### src/include/scan_op_pkg.sv
// opcodes, data-register selection codes and tap state codes of the bridge
// assumes: 8-bit instruction register, ieee 1149.1 tap on the bridge end
package scan_op_pkg;

  // ---------------------------------------------------------------
  // widths and reset values
  // ---------------------------------------------------------------
  localparam int unsigned ir_width = 8;
  localparam int unsigned id_width = 32;
  localparam logic [7:0] ir_reset_value = 8'haa;
  localparam logic [7:0] ir_capture_value = 8'h01;
  localparam logic [31:0] idcode_value = 32'h0a5a5001; // arbitrary value

  // ---------------------------------------------------------------
  // opcodes
  // ---------------------------------------------------------------
  localparam logic [7:0] idcode_op = 8'haa;
  localparam logic [7:0] insert_local_ports_op = 8'he7;
  localparam logic [7:0] park_in_reset_op = 8'hc5;
  localparam logic [7:0] park_in_idle_op = 8'h84;
  localparam logic [7:0] park_in_pause_op = 8'hc6;
  localparam logic [7:0] return_to_address_wait_op = 8'hc3;
  localparam logic [7:0] mode_reg0_select_op = 8'h8e;
  localparam logic [7:0] mode_reg1_select_op = 8'h82;
  localparam logic [7:0] mode_reg2_select_op = 8'h83;
  localparam logic [7:0] mode_reg3_select_op = 8'h85;
  localparam logic [7:0] group_reg_select_op = 8'h03;
  localparam logic [7:0] soft_reset_op = 8'h88;
  localparam logic [7:0] signature_reg_select_op = 8'hc9;
  localparam logic [7:0] signature_enable_op = 8'h0c;
  localparam logic [7:0] signature_disable_op = 8'h8d;
  localparam logic [7:0] clock_counter_select_op = 8'hce;
  localparam logic [7:0] clock_counter_enable_op = 8'h0f;
  localparam logic [7:0] clock_counter_disable_op = 8'h90;
  localparam logic [7:0] default_bypass_op = 8'h07;
  localparam logic [7:0] pass_through_port0_op = 8'ha0;

  // ---------------------------------------------------------------
  // selected data register
  // ---------------------------------------------------------------
  typedef enum logic [3:0] {
    dr_idcode, dr_bypass, dr_mode0, dr_mode1, dr_mode2, dr_mode3,
    dr_group, dr_signature, dr_counter, dr_pass_through_port0_op
  } dr_sel_type;

  // control action of the current instruction
  typedef enum logic [3:0] {
    act_none, act_insert, act_park_reset, act_park_idle, act_park_pause,
    act_goto_wait, act_soft_reset, act_sig_on, act_sig_off,
    act_cnt_on, act_cnt_off
  } action_type;

  // tap controller states of the bridge end; the tester has its own sequencer
  typedef enum logic [3:0] {
    tap_reset, tap_idle, tap_sel_dr, tap_cap_dr, tap_shift_dr, tap_exit1_dr,
    tap_pause_dr, tap_exit2_dr, tap_upd_dr, tap_sel_ir, tap_cap_ir,
    tap_shift_ir, tap_exit1_ir, tap_pause_ir, tap_exit2_ir, tap_upd_ir
  } tap_state_type;

  function automatic tap_state_type tap_next(input tap_state_type s,
                                             input logic tms);
    case (s)
      tap_reset: tap_next = tms ? tap_reset : tap_idle;
      tap_idle: tap_next = tms ? tap_sel_dr : tap_idle;
      tap_sel_dr: tap_next = tms ? tap_sel_ir : tap_cap_dr;
      tap_cap_dr: tap_next = tms ? tap_exit1_dr : tap_shift_dr;
      tap_shift_dr: tap_next = tms ? tap_exit1_dr : tap_shift_dr;
      tap_exit1_dr: tap_next = tms ? tap_upd_dr : tap_pause_dr;
      tap_pause_dr: tap_next = tms ? tap_exit2_dr : tap_pause_dr;
      tap_exit2_dr: tap_next = tms ? tap_upd_dr : tap_shift_dr;
      tap_upd_dr: tap_next = tms ? tap_sel_dr : tap_idle;
      tap_sel_ir: tap_next = tms ? tap_reset : tap_cap_ir;
      tap_cap_ir: tap_next = tms ? tap_exit1_ir : tap_shift_ir;
      tap_shift_ir: tap_next = tms ? tap_exit1_ir : tap_shift_ir;
      tap_exit1_ir: tap_next = tms ? tap_upd_ir : tap_pause_ir;
      tap_pause_ir: tap_next = tms ? tap_exit2_ir : tap_pause_ir;
      tap_exit2_ir: tap_next = tms ? tap_upd_ir : tap_shift_ir;
      tap_upd_ir: tap_next = tms ? tap_sel_dr : tap_idle;
      default: tap_next = tap_reset;
    endcase
  endfunction : tap_next

endpackage : scan_op_pkg

### src/include/scan_link_if.sv
// backplane test link between tester and bridge decoder
// assumes: test clock is sys_clk on both ends, tdo resolved by enable
`timescale 1ns/1ps
interface scan_link_if;
  logic tms;
  logic tdi;
  logic tdo;
  logic tdo_oe_n;
  logic tdo_line;

  // pulled high when no one drives the shared line
  assign tdo_line = tdo_oe_n ? 1'b1 : tdo;

  modport device (input tms, input tdi, output tdo, output tdo_oe_n);
  modport tester (output tms, output tdi, input tdo_line);
endinterface : scan_link_if

### src/rtl/scan_opcode_decoder.sv
// bridge end: tap controller, 8-bit instruction register and opcode decode
// assumes: address matching outside sets selected and multicast_mode
//
// Behaviour
// - e7 inserts local ports, selects idcode
// - c5/84/c6 park ports, select idcode
// - c3 returns to address wait, idcode
// - 8e selects mode register zero
// - 82/83/85 select mode registers one-three
// - 03 selects multicast group register
// - 88 soft reset, selects idcode
// - c9 selects signature shift register
// - 0c enables signature, selects idcode
// - 8d disables signature, selects idcode
// - ce selects 32-bit clock counter
// - 0f enables counter, selects idcode
// - 90 disables counter, selects idcode
// - 07 makes bypass the data register
// - a0 selects transparent enable register zero
// - control and unknown opcodes select idcode
// - act only while selected
// - group selection keeps test output floating
`timescale 1ns/1ps
module scan_opcode_decoder (
  input wire logic sys_clk,
  input wire logic reset,
  scan_link_if.device link,
  input wire logic selected,
  input wire logic multicast_mode,
  input wire logic dr_tdo_in,
  output scan_op_pkg::dr_sel_type dr_select,
  output scan_op_pkg::action_type action,
  output logic action_pulse,
  output logic [7:0] instruction,
  output logic capture_dr,
  output logic shift_dr,
  output logic update_dr,
  output logic test_reset
);

  // ---------------------------------------------------------------
  // decode
  // ---------------------------------------------------------------
  function automatic scan_op_pkg::dr_sel_type decode_dr(input logic [7:0] op);
    case (op)
      scan_op_pkg::mode_reg0_select_op: decode_dr = scan_op_pkg::dr_mode0;
      scan_op_pkg::mode_reg1_select_op: decode_dr = scan_op_pkg::dr_mode1;
      scan_op_pkg::mode_reg2_select_op: decode_dr = scan_op_pkg::dr_mode2;
      scan_op_pkg::mode_reg3_select_op: decode_dr = scan_op_pkg::dr_mode3;
      scan_op_pkg::group_reg_select_op: decode_dr = scan_op_pkg::dr_group;
      scan_op_pkg::signature_reg_select_op:
        decode_dr = scan_op_pkg::dr_signature;
      scan_op_pkg::clock_counter_select_op:
        decode_dr = scan_op_pkg::dr_counter;
      scan_op_pkg::default_bypass_op: decode_dr = scan_op_pkg::dr_bypass;
      scan_op_pkg::pass_through_port0_op:
        decode_dr = scan_op_pkg::dr_pass_through_port0_op;
      default: decode_dr = scan_op_pkg::dr_idcode;
    endcase
  endfunction : decode_dr

  function automatic scan_op_pkg::action_type decode_act(input logic [7:0] op);
    case (op)
      scan_op_pkg::insert_local_ports_op: decode_act = scan_op_pkg::act_insert;
      scan_op_pkg::park_in_reset_op: decode_act = scan_op_pkg::act_park_reset;
      scan_op_pkg::park_in_idle_op: decode_act = scan_op_pkg::act_park_idle;
      scan_op_pkg::park_in_pause_op: decode_act = scan_op_pkg::act_park_pause;
      scan_op_pkg::return_to_address_wait_op:
        decode_act = scan_op_pkg::act_goto_wait;
      scan_op_pkg::soft_reset_op: decode_act = scan_op_pkg::act_soft_reset;
      scan_op_pkg::signature_enable_op: decode_act = scan_op_pkg::act_sig_on;
      scan_op_pkg::signature_disable_op: decode_act = scan_op_pkg::act_sig_off;
      scan_op_pkg::clock_counter_enable_op: decode_act = scan_op_pkg::act_cnt_on;
      scan_op_pkg::clock_counter_disable_op:
        decode_act = scan_op_pkg::act_cnt_off;
      default: decode_act = scan_op_pkg::act_none;
    endcase
  endfunction : decode_act

  // ---------------------------------------------------------------
  // state
  // ---------------------------------------------------------------
  scan_op_pkg::tap_state_type tap_q, tap_d;
  logic [7:0] ir_shift_q, ir_shift_d;
  logic [7:0] ir_q, ir_d;
  logic [31:0] id_shift_q, id_shift_d;
  logic bypass_q, bypass_d;
  scan_op_pkg::dr_sel_type sel_q, sel_d;
  scan_op_pkg::action_type act_q, act_d;
  logic pulse_q, pulse_d;
  logic tdo_q, tdo_d;
  logic oe_n_q, oe_n_d;
  logic cap_q, cap_d, sh_q, sh_d, upd_q, upd_d, rst_q, rst_d;

  always_comb begin
    tap_d = scan_op_pkg::tap_next(tap_q, link.tms);
    ir_shift_d = ir_shift_q;
    ir_d = ir_q;
    id_shift_d = id_shift_q;
    bypass_d = bypass_q;
    sel_d = sel_q;
    act_d = act_q;
    pulse_d = 1'b0;
    tdo_d = tdo_q;
    oe_n_d = 1'b1;
    case (tap_q)
      scan_op_pkg::tap_reset: begin
        ir_d = scan_op_pkg::ir_reset_value;
        sel_d = scan_op_pkg::dr_idcode;
        act_d = scan_op_pkg::act_none;
      end
      scan_op_pkg::tap_cap_ir: ir_shift_d = scan_op_pkg::ir_capture_value;
      scan_op_pkg::tap_shift_ir: begin
        tdo_d = ir_shift_q[0];
        oe_n_d = multicast_mode;
        ir_shift_d = {link.tdi, ir_shift_q[7:1]};
      end
      scan_op_pkg::tap_upd_ir: begin
        // unselected devices still latch, so address words reach matching
        ir_d = ir_shift_q;
        if (selected) begin
          sel_d = decode_dr(ir_shift_q);
          act_d = decode_act(ir_shift_q);
          pulse_d = 1'b1;
        end else begin
          sel_d = scan_op_pkg::dr_idcode;
          act_d = scan_op_pkg::act_none;
        end
      end
      scan_op_pkg::tap_cap_dr: begin
        id_shift_d = scan_op_pkg::idcode_value;
        bypass_d = 1'b0;
      end
      scan_op_pkg::tap_shift_dr: begin
        id_shift_d = {link.tdi, id_shift_q[31:1]};
        bypass_d = link.tdi;
        case (sel_q)
          scan_op_pkg::dr_idcode: tdo_d = id_shift_q[0];
          scan_op_pkg::dr_bypass: tdo_d = bypass_q;
          default: tdo_d = dr_tdo_in;
        endcase
        oe_n_d = multicast_mode;
      end
      default: begin
      end
    endcase
  end

  always_comb begin
    cap_d = (tap_d == scan_op_pkg::tap_cap_dr);
    sh_d = (tap_d == scan_op_pkg::tap_shift_dr);
    upd_d = (tap_d == scan_op_pkg::tap_upd_dr);
    rst_d = (tap_d == scan_op_pkg::tap_reset);
  end

  always_ff @(posedge sys_clk or posedge reset) begin
    if (reset) begin
      tap_q <= scan_op_pkg::tap_reset;
      ir_shift_q <= 8'h00;
      ir_q <= scan_op_pkg::ir_reset_value;
      id_shift_q <= 32'h00000000;
      bypass_q <= 1'b0;
      sel_q <= scan_op_pkg::dr_idcode;
      act_q <= scan_op_pkg::act_none;
      pulse_q <= 1'b0;
      tdo_q <= 1'b0;
      oe_n_q <= 1'b1;
      cap_q <= 1'b0;
      sh_q <= 1'b0;
      upd_q <= 1'b0;
      rst_q <= 1'b1;
    end else begin
      tap_q <= tap_d;
      ir_shift_q <= ir_shift_d;
      ir_q <= ir_d;
      id_shift_q <= id_shift_d;
      bypass_q <= bypass_d;
      sel_q <= sel_d;
      act_q <= act_d;
      pulse_q <= pulse_d;
      tdo_q <= tdo_d;
      oe_n_q <= oe_n_d;
      cap_q <= cap_d;
      sh_q <= sh_d;
      upd_q <= upd_d;
      rst_q <= rst_d;
    end
  end

  assign link.tdo = tdo_q;
  assign link.tdo_oe_n = oe_n_q;
  assign dr_select = sel_q;
  assign action = act_q;
  assign action_pulse = pulse_q;
  assign instruction = ir_q;
  assign capture_dr = cap_q;
  assign shift_dr = sh_q;
  assign update_dr = upd_q;
  assign test_reset = rst_q;

endmodule : scan_opcode_decoder

### src/flat_wrapper.sv
// flat-port wrapper written by rule: the top's interface ports become plain ports
module scan_opcode_decoder_flat 
  (sys_clk, reset, selected, multicast_mode, dr_tdo_in, dr_select, action, action_pulse, instruction, capture_dr, shift_dr, update_dr, test_reset, link_tms, link_tdi, link_tdo, link_tdo_oe_n);
  scan_link_if link_i ();
  input wire logic sys_clk;
  input wire logic reset;
  input wire logic selected;
  input wire logic multicast_mode;
  input wire logic dr_tdo_in;
  output scan_op_pkg::dr_sel_type dr_select;
  output scan_op_pkg::action_type action;
  output logic action_pulse;
  output logic [7:0] instruction;
  output logic capture_dr;
  output logic shift_dr;
  output logic update_dr;
  output logic test_reset;
  input wire logic [$bits(link_i.tms)-1:0] link_tms;
  input wire logic [$bits(link_i.tdi)-1:0] link_tdi;
  output wire logic [$bits(link_i.tdo)-1:0] link_tdo;
  output wire logic [$bits(link_i.tdo_oe_n)-1:0] link_tdo_oe_n;
  assign link_i.tms = link_tms;
  assign link_i.tdi = link_tdi;
  assign link_tdo = link_i.tdo;
  assign link_tdo_oe_n = link_i.tdo_oe_n;
  scan_opcode_decoder u_core (.sys_clk(sys_clk), .reset(reset), .link(link_i), .selected(selected), .multicast_mode(multicast_mode), .dr_tdo_in(dr_tdo_in), .dr_select(dr_select), .action(action), .action_pulse(action_pulse), .instruction(instruction), .capture_dr(capture_dr), .shift_dr(shift_dr), .update_dr(update_dr), .test_reset(test_reset));
endmodule
### config.mk
export PLATFORM = sky130hd
export DESIGN_NAME = scan_opcode_decoder_flat
export DESIGN_NICKNAME = d
export VERILOG_FILES = /design/src/include/scan_op_pkg.sv /design/src/include/scan_link_if.sv /design/src/rtl/scan_opcode_decoder.sv /design/src/flat_wrapper.sv
export SDC_FILE = /design/constraint.sdc
export NUM_CORES = 1
export LEC_CHECK = 0
export BUFFER_PORTS_ARGS = -buffer_cell sky130_fd_sc_hd__buf_4
export CAP_MARGIN = 10
export CELL_PAD_IN_SITES_DETAIL_PLACEMENT = 0
export CELL_PAD_IN_SITES_GLOBAL_PLACEMENT = 1
export CORE_UTILIZATION = 46
export DETAILED_ROUTE_END_ITERATION = 6
export GPL_ROUTABILITY_DRIVEN = 0
export GPL_TIMING_DRIVEN = 0
export PLACE_DENSITY_LB_ADDON = 0.05
export SYNTH_ARGS = -nofsm -noshare
export SYNTH_HDL_FRONTEND = slang
export SYNTH_SLANG_ARGS = --single-unit
### constraint.sdc
create_clock -name sys_clk -period 1.95 [get_ports sys_clk]
set_input_delay 0.0975 -clock sys_clk [delete_from_list [all_inputs] [get_ports sys_clk]]
set_output_delay 0.0975 -clock sys_clk [all_outputs]
set_load 0.01 [all_outputs]
==> results.md <==
* Outcome: finished, violations left
* Violated checks: design-rule violations
* Fin Clk Skew at 14.4 ps
* Minimum setup slack after placement at approximately 240 ps
* End point of the most critical hold path: u_core.bypass_q$_DFFE_PP0P_
* Logic gate share of total power at between 30% and 40%
* R2R Setup Slk at 220 ps
* Hold path start: link_tdi
* Number of detailed-routing iterations run before antenna repair at 6
* Fin util at 57.0%
* Via count at 2396
* Routed length on met3 at approximately 280 um
* Top layer in use: met4
* Final number of hold-violating endpoints at 0
* Vias in the first global route at between 2000 and 2500
* Min cycle time layout at 1730 ps
* Cts repair resizes at 0
* Cell area after technology mapping at just over 3000 um^2
* Remaining antenna violation count after routing at 0
* Data arrival time at the worst-slack endpoint at about 2000 ps
* Total Power at between 5 and 6 mW
* Proportion of power drawn by flip-flops and latches at between 30% and 40%
* Post-CTS Hold Buffers at 2
* Stage delay of the slowest cell on the critical path at 470 ps
* Width of the die at around 84 um
* Global-route wire length before repair at between 10000 and 15000 um
* Placement Rows at 29
* Reg clk slew, reported paths at 80 ps
* Maximum clock path buffer count at 2
* Worst-skew pair later-pin latency at roughly 350 ps
* Most common library cell in the layout ignoring fill and taps: sky130_fd_sc_hd__dfrtp_1
* Total nets after synthesis at between 200 and 300
* HPWL reported at the end of detailed placement at 4700 um
* Clock tree from TritonCTS: yes
* Post-synth EDFFs at 0
* Filler instances at just under 600
* Largest net degree at the start of global routing at 35
* Met2 WL at a little over 3000 um
* Drt drc at 6
* Min setup slack post-route at 221 ps
* Cell depth of the worst flop-to-flop path at 5
* Highest-count cells in the layout ignoring fill and taps: sky130_fd_sc_hd__dfrtp_1, sky130_fd_sc_hd__buf_4, sky130_fd_sc_hd__a22o_1
* Number of clock sinks at between 60 and 70
* Unrepaired setup endpoints after global routing: false
* Vert. Die Dim at ~84 um
* H-tree depth at 3
* Post-route fraction of the period consumed by the critical path at 88.7%
* Clock buffer count from CTS at 9
* Top-level port count at 30
* Worst reg2reg endpoint: u_core.action[0]$_DFFE_PP0P_
* Slowest-stage cell, CP: sky130_fd_sc_hd__dfrtp_1
* Placed inst area at 3420 um^2
* Cell Pwr Density at around 1500 nW/um^2
* Switching component of the power at slightly above 2 mW
* Area of the die at between 7000 and 8000 um^2
* Depth of the worst hold-timing path at 2
* Cell internal pwr at between 3 and 4 mW
* Launch instance of the worst register-to-register path: u_core.ir_shift_q[7]$_DFFE_PP0P_
* DRT iter0 DRCs at between 200 and 250
* Number of vias per cell after detailed routing at between 5 and 6
* Max-slew violation count at 0
* Number of different library cells in the post-synthesis netlist at between 50 and 60
* Hold Slack at about 15 ps
* Count of synthesis-stage warnings from yosys at 0
* Post-Route Setup TNS at 0 ps
* Count of buffers added by post-CTS timing repair for setup at 0
* Dominant synthesized flop cell: sky130_fd_sc_hd__dfrtp_1
* Total routed wirelength at around 7000 um
* Count of inserted antenna diode cells at 0
* Maximum vdd ir drop at 0.853 mV
* Proportion of layout cells with a drive suffix above 1 at 23.2%
* Number of storage elements in the synthesis netlist at 67
* Post-route cell area at 3660 um^2
* Initial antenna violation count at 0
* Max-cap viol count at 0
* CP Cell Sequence: clkbuf_1 -> nand4b_1 -> a2111oi_2 -> o21ai_1 -> nand3_1
* Effective utilization at floorplan at 48.1%
* Crit Path Category: reg -> reg
* Core area at 6420 um^2
* Root buf cell: sky130_fd_sc_hd__clkbuf_8
* Worst-margin pin slew at between 700 and 800 ps
* Final routed wire length divided by cell count at between 15 and 20 um
* Final layout net count at around 330
* Kind of start point of the critical path: flop
* Tightest Hold Check Type: in -> reg
* DRT met1 WL at approximately 3500 um
* Post-Synthesis Cells at between 200 and 300
* Rel. slew slack at a little over half
* Synth Area per Inst at ~11 um^2
* Sequential fraction of the synthesis area at a little over half
* Leakage power summed over all cells at approximately 1.6 nW
* Number of non-filler instances in the completed layout at around 410
* Part of the power in the clock network at a little under a quarter
* Port Buffer Count at 29
* Achievable Freq at between 500 and 600 MHz
* Max FO, Critical Path at 10
* Net switching fraction of the power at a little under two fifths
* CP endpoint kind: flop
* Placed insts at roughly 390
* Total overflow reported by the global router at 0
* Required time worst endpoint at between 2000 and 2500 ps
* Overall global routing resource usage at a little over a fifth
* Fraction of synthesis flops using an asynchronous set or reset pin at 100%
* Relative area change from synthesis to final layout at 18.6%
* Final setup violating endpoints at 0
## per-layer routing
| metal | vias up | GRT usage [%] |
|---|---|---|
| li1 | 1149 | - |
| met1 | 1156 | 31.0 |
| met2 | 81 | 31.8 |
| met3 | 10 | 3.56 |
| met4 | 0 | 9.72 |
| met5 | - | 0 |
## final cells by class
type | instances | area, um^2 | area share [%]
clock inverter | 6 | 91.3 | 2.50
buffer | 27 | 139 | 3.79
timing repair buffer | 32 | 258 | 7.04
sequential | 67 | 1680 | 46.0
inverter | 6 | 22.5 | 0.615
multi-input combinational | 184 | 1240 | 33.9
tap | 77 | 96.3 | 2.63
clock buffer | 10 | 128 | 3.49
## cell usage after synthesis (5+ instances only)
cell | n | share of area (%)
sky130_fd_sc_hd__dfrtp_1 | 61 | 49
sky130_fd_sc_hd__a22o_1 | 31 | 8.8
sky130_fd_sc_hd__nand2_1 | 29 | 3.5
sky130_fd_sc_hd__buf_2 | 15 | 2.4
sky130_fd_sc_hd__o21ai_0 | 15 | 2.4
sky130_fd_sc_hd__o22a_1 | 13 | 3.7
sky130_fd_sc_hd__nor2_1 | 9 | 1.1
sky130_fd_sc_hd__clkbuf_1 | 8 | 0.97
sky130_fd_sc_hd__nand2b_1 | 8 | 1.6
sky130_fd_sc_hd__dfstp_2 | 6 | 5.1
sky130_fd_sc_hd__nor3_1 | 5 | 0.81
sky130_fd_sc_hd__nor4_1 | 5 | 1.0
## state kept, by name, summed over array words and instances (netlist names)
register	count
u_core.id_shift_q	31
u_core.instruction	8
u_core.ir_shift_q	8
u_core.action	4
u_core.dr_select	4
u_core.tap_q	4
u_core.action_pulse	1
u_core.bypass_q	1
u_core.capture_dr	1
u_core.link.tdo	1
u_core.link.tdo_oe_n	1
u_core.shift_dr	1
u_core.test_reset	1
u_core.update_dr	1
## worst max-delay path, delay by kind of cell, from the launching register on
family,cells,cell delay [ps]
AOI/OAI and AO/OA,2,480
buffers and inverters,1,460
and+or+nand+nor,2,260
DFF,1,470
## kinds of logic after synthesis
family / after synthesis / share of synthesized area, %
mux: 1 / 0.324
flops: 67 / 54.6
simple gates: 93 / 17.4
compound gates: 88 / 21.9
xor+xnor: 2 / 0.568
buf+inv: 33 / 5.23
## power groups by stage
stage                     combinational [mW]  clock [mW]  sequential [mW]
after floorplan                         1.48           0             2.13
final                                   2.11        1.27             2.13
after CTS                               2.11        1.30             2.13
after global routing                    2.32        1.35             2.18
after detailed placement                2.09           0             2.15
after global placement                  2.06           0             2.15
## worst max-delay path by stage
stage,startpoint,to,cells after the start
after global placement,reset,u_core.tap_q[2]$_DFF_PP0_,2
after CTS,u_core.ir_shift_q[7]$_DFFE_PP0P_,u_core.action[0]$_DFFE_PP0P_,5
final,u_core.ir_shift_q[7]$_DFFE_PP0P_,u_core.action[0]$_DFFE_PP0P_,5
after detailed placement,u_core.ir_shift_q[7]$_DFFE_PP0P_,u_core.action[0]$_DFFE_PP0P_,5
after global routing,u_core.ir_shift_q[7]$_DFFE_PP0P_,u_core.action[0]$_DFFE_PP0P_,5
after floorplan,reset,u_core.action[0]$_DFFE_PP0P_,1
No activity file was read; power rests on OpenSTA's default activity.
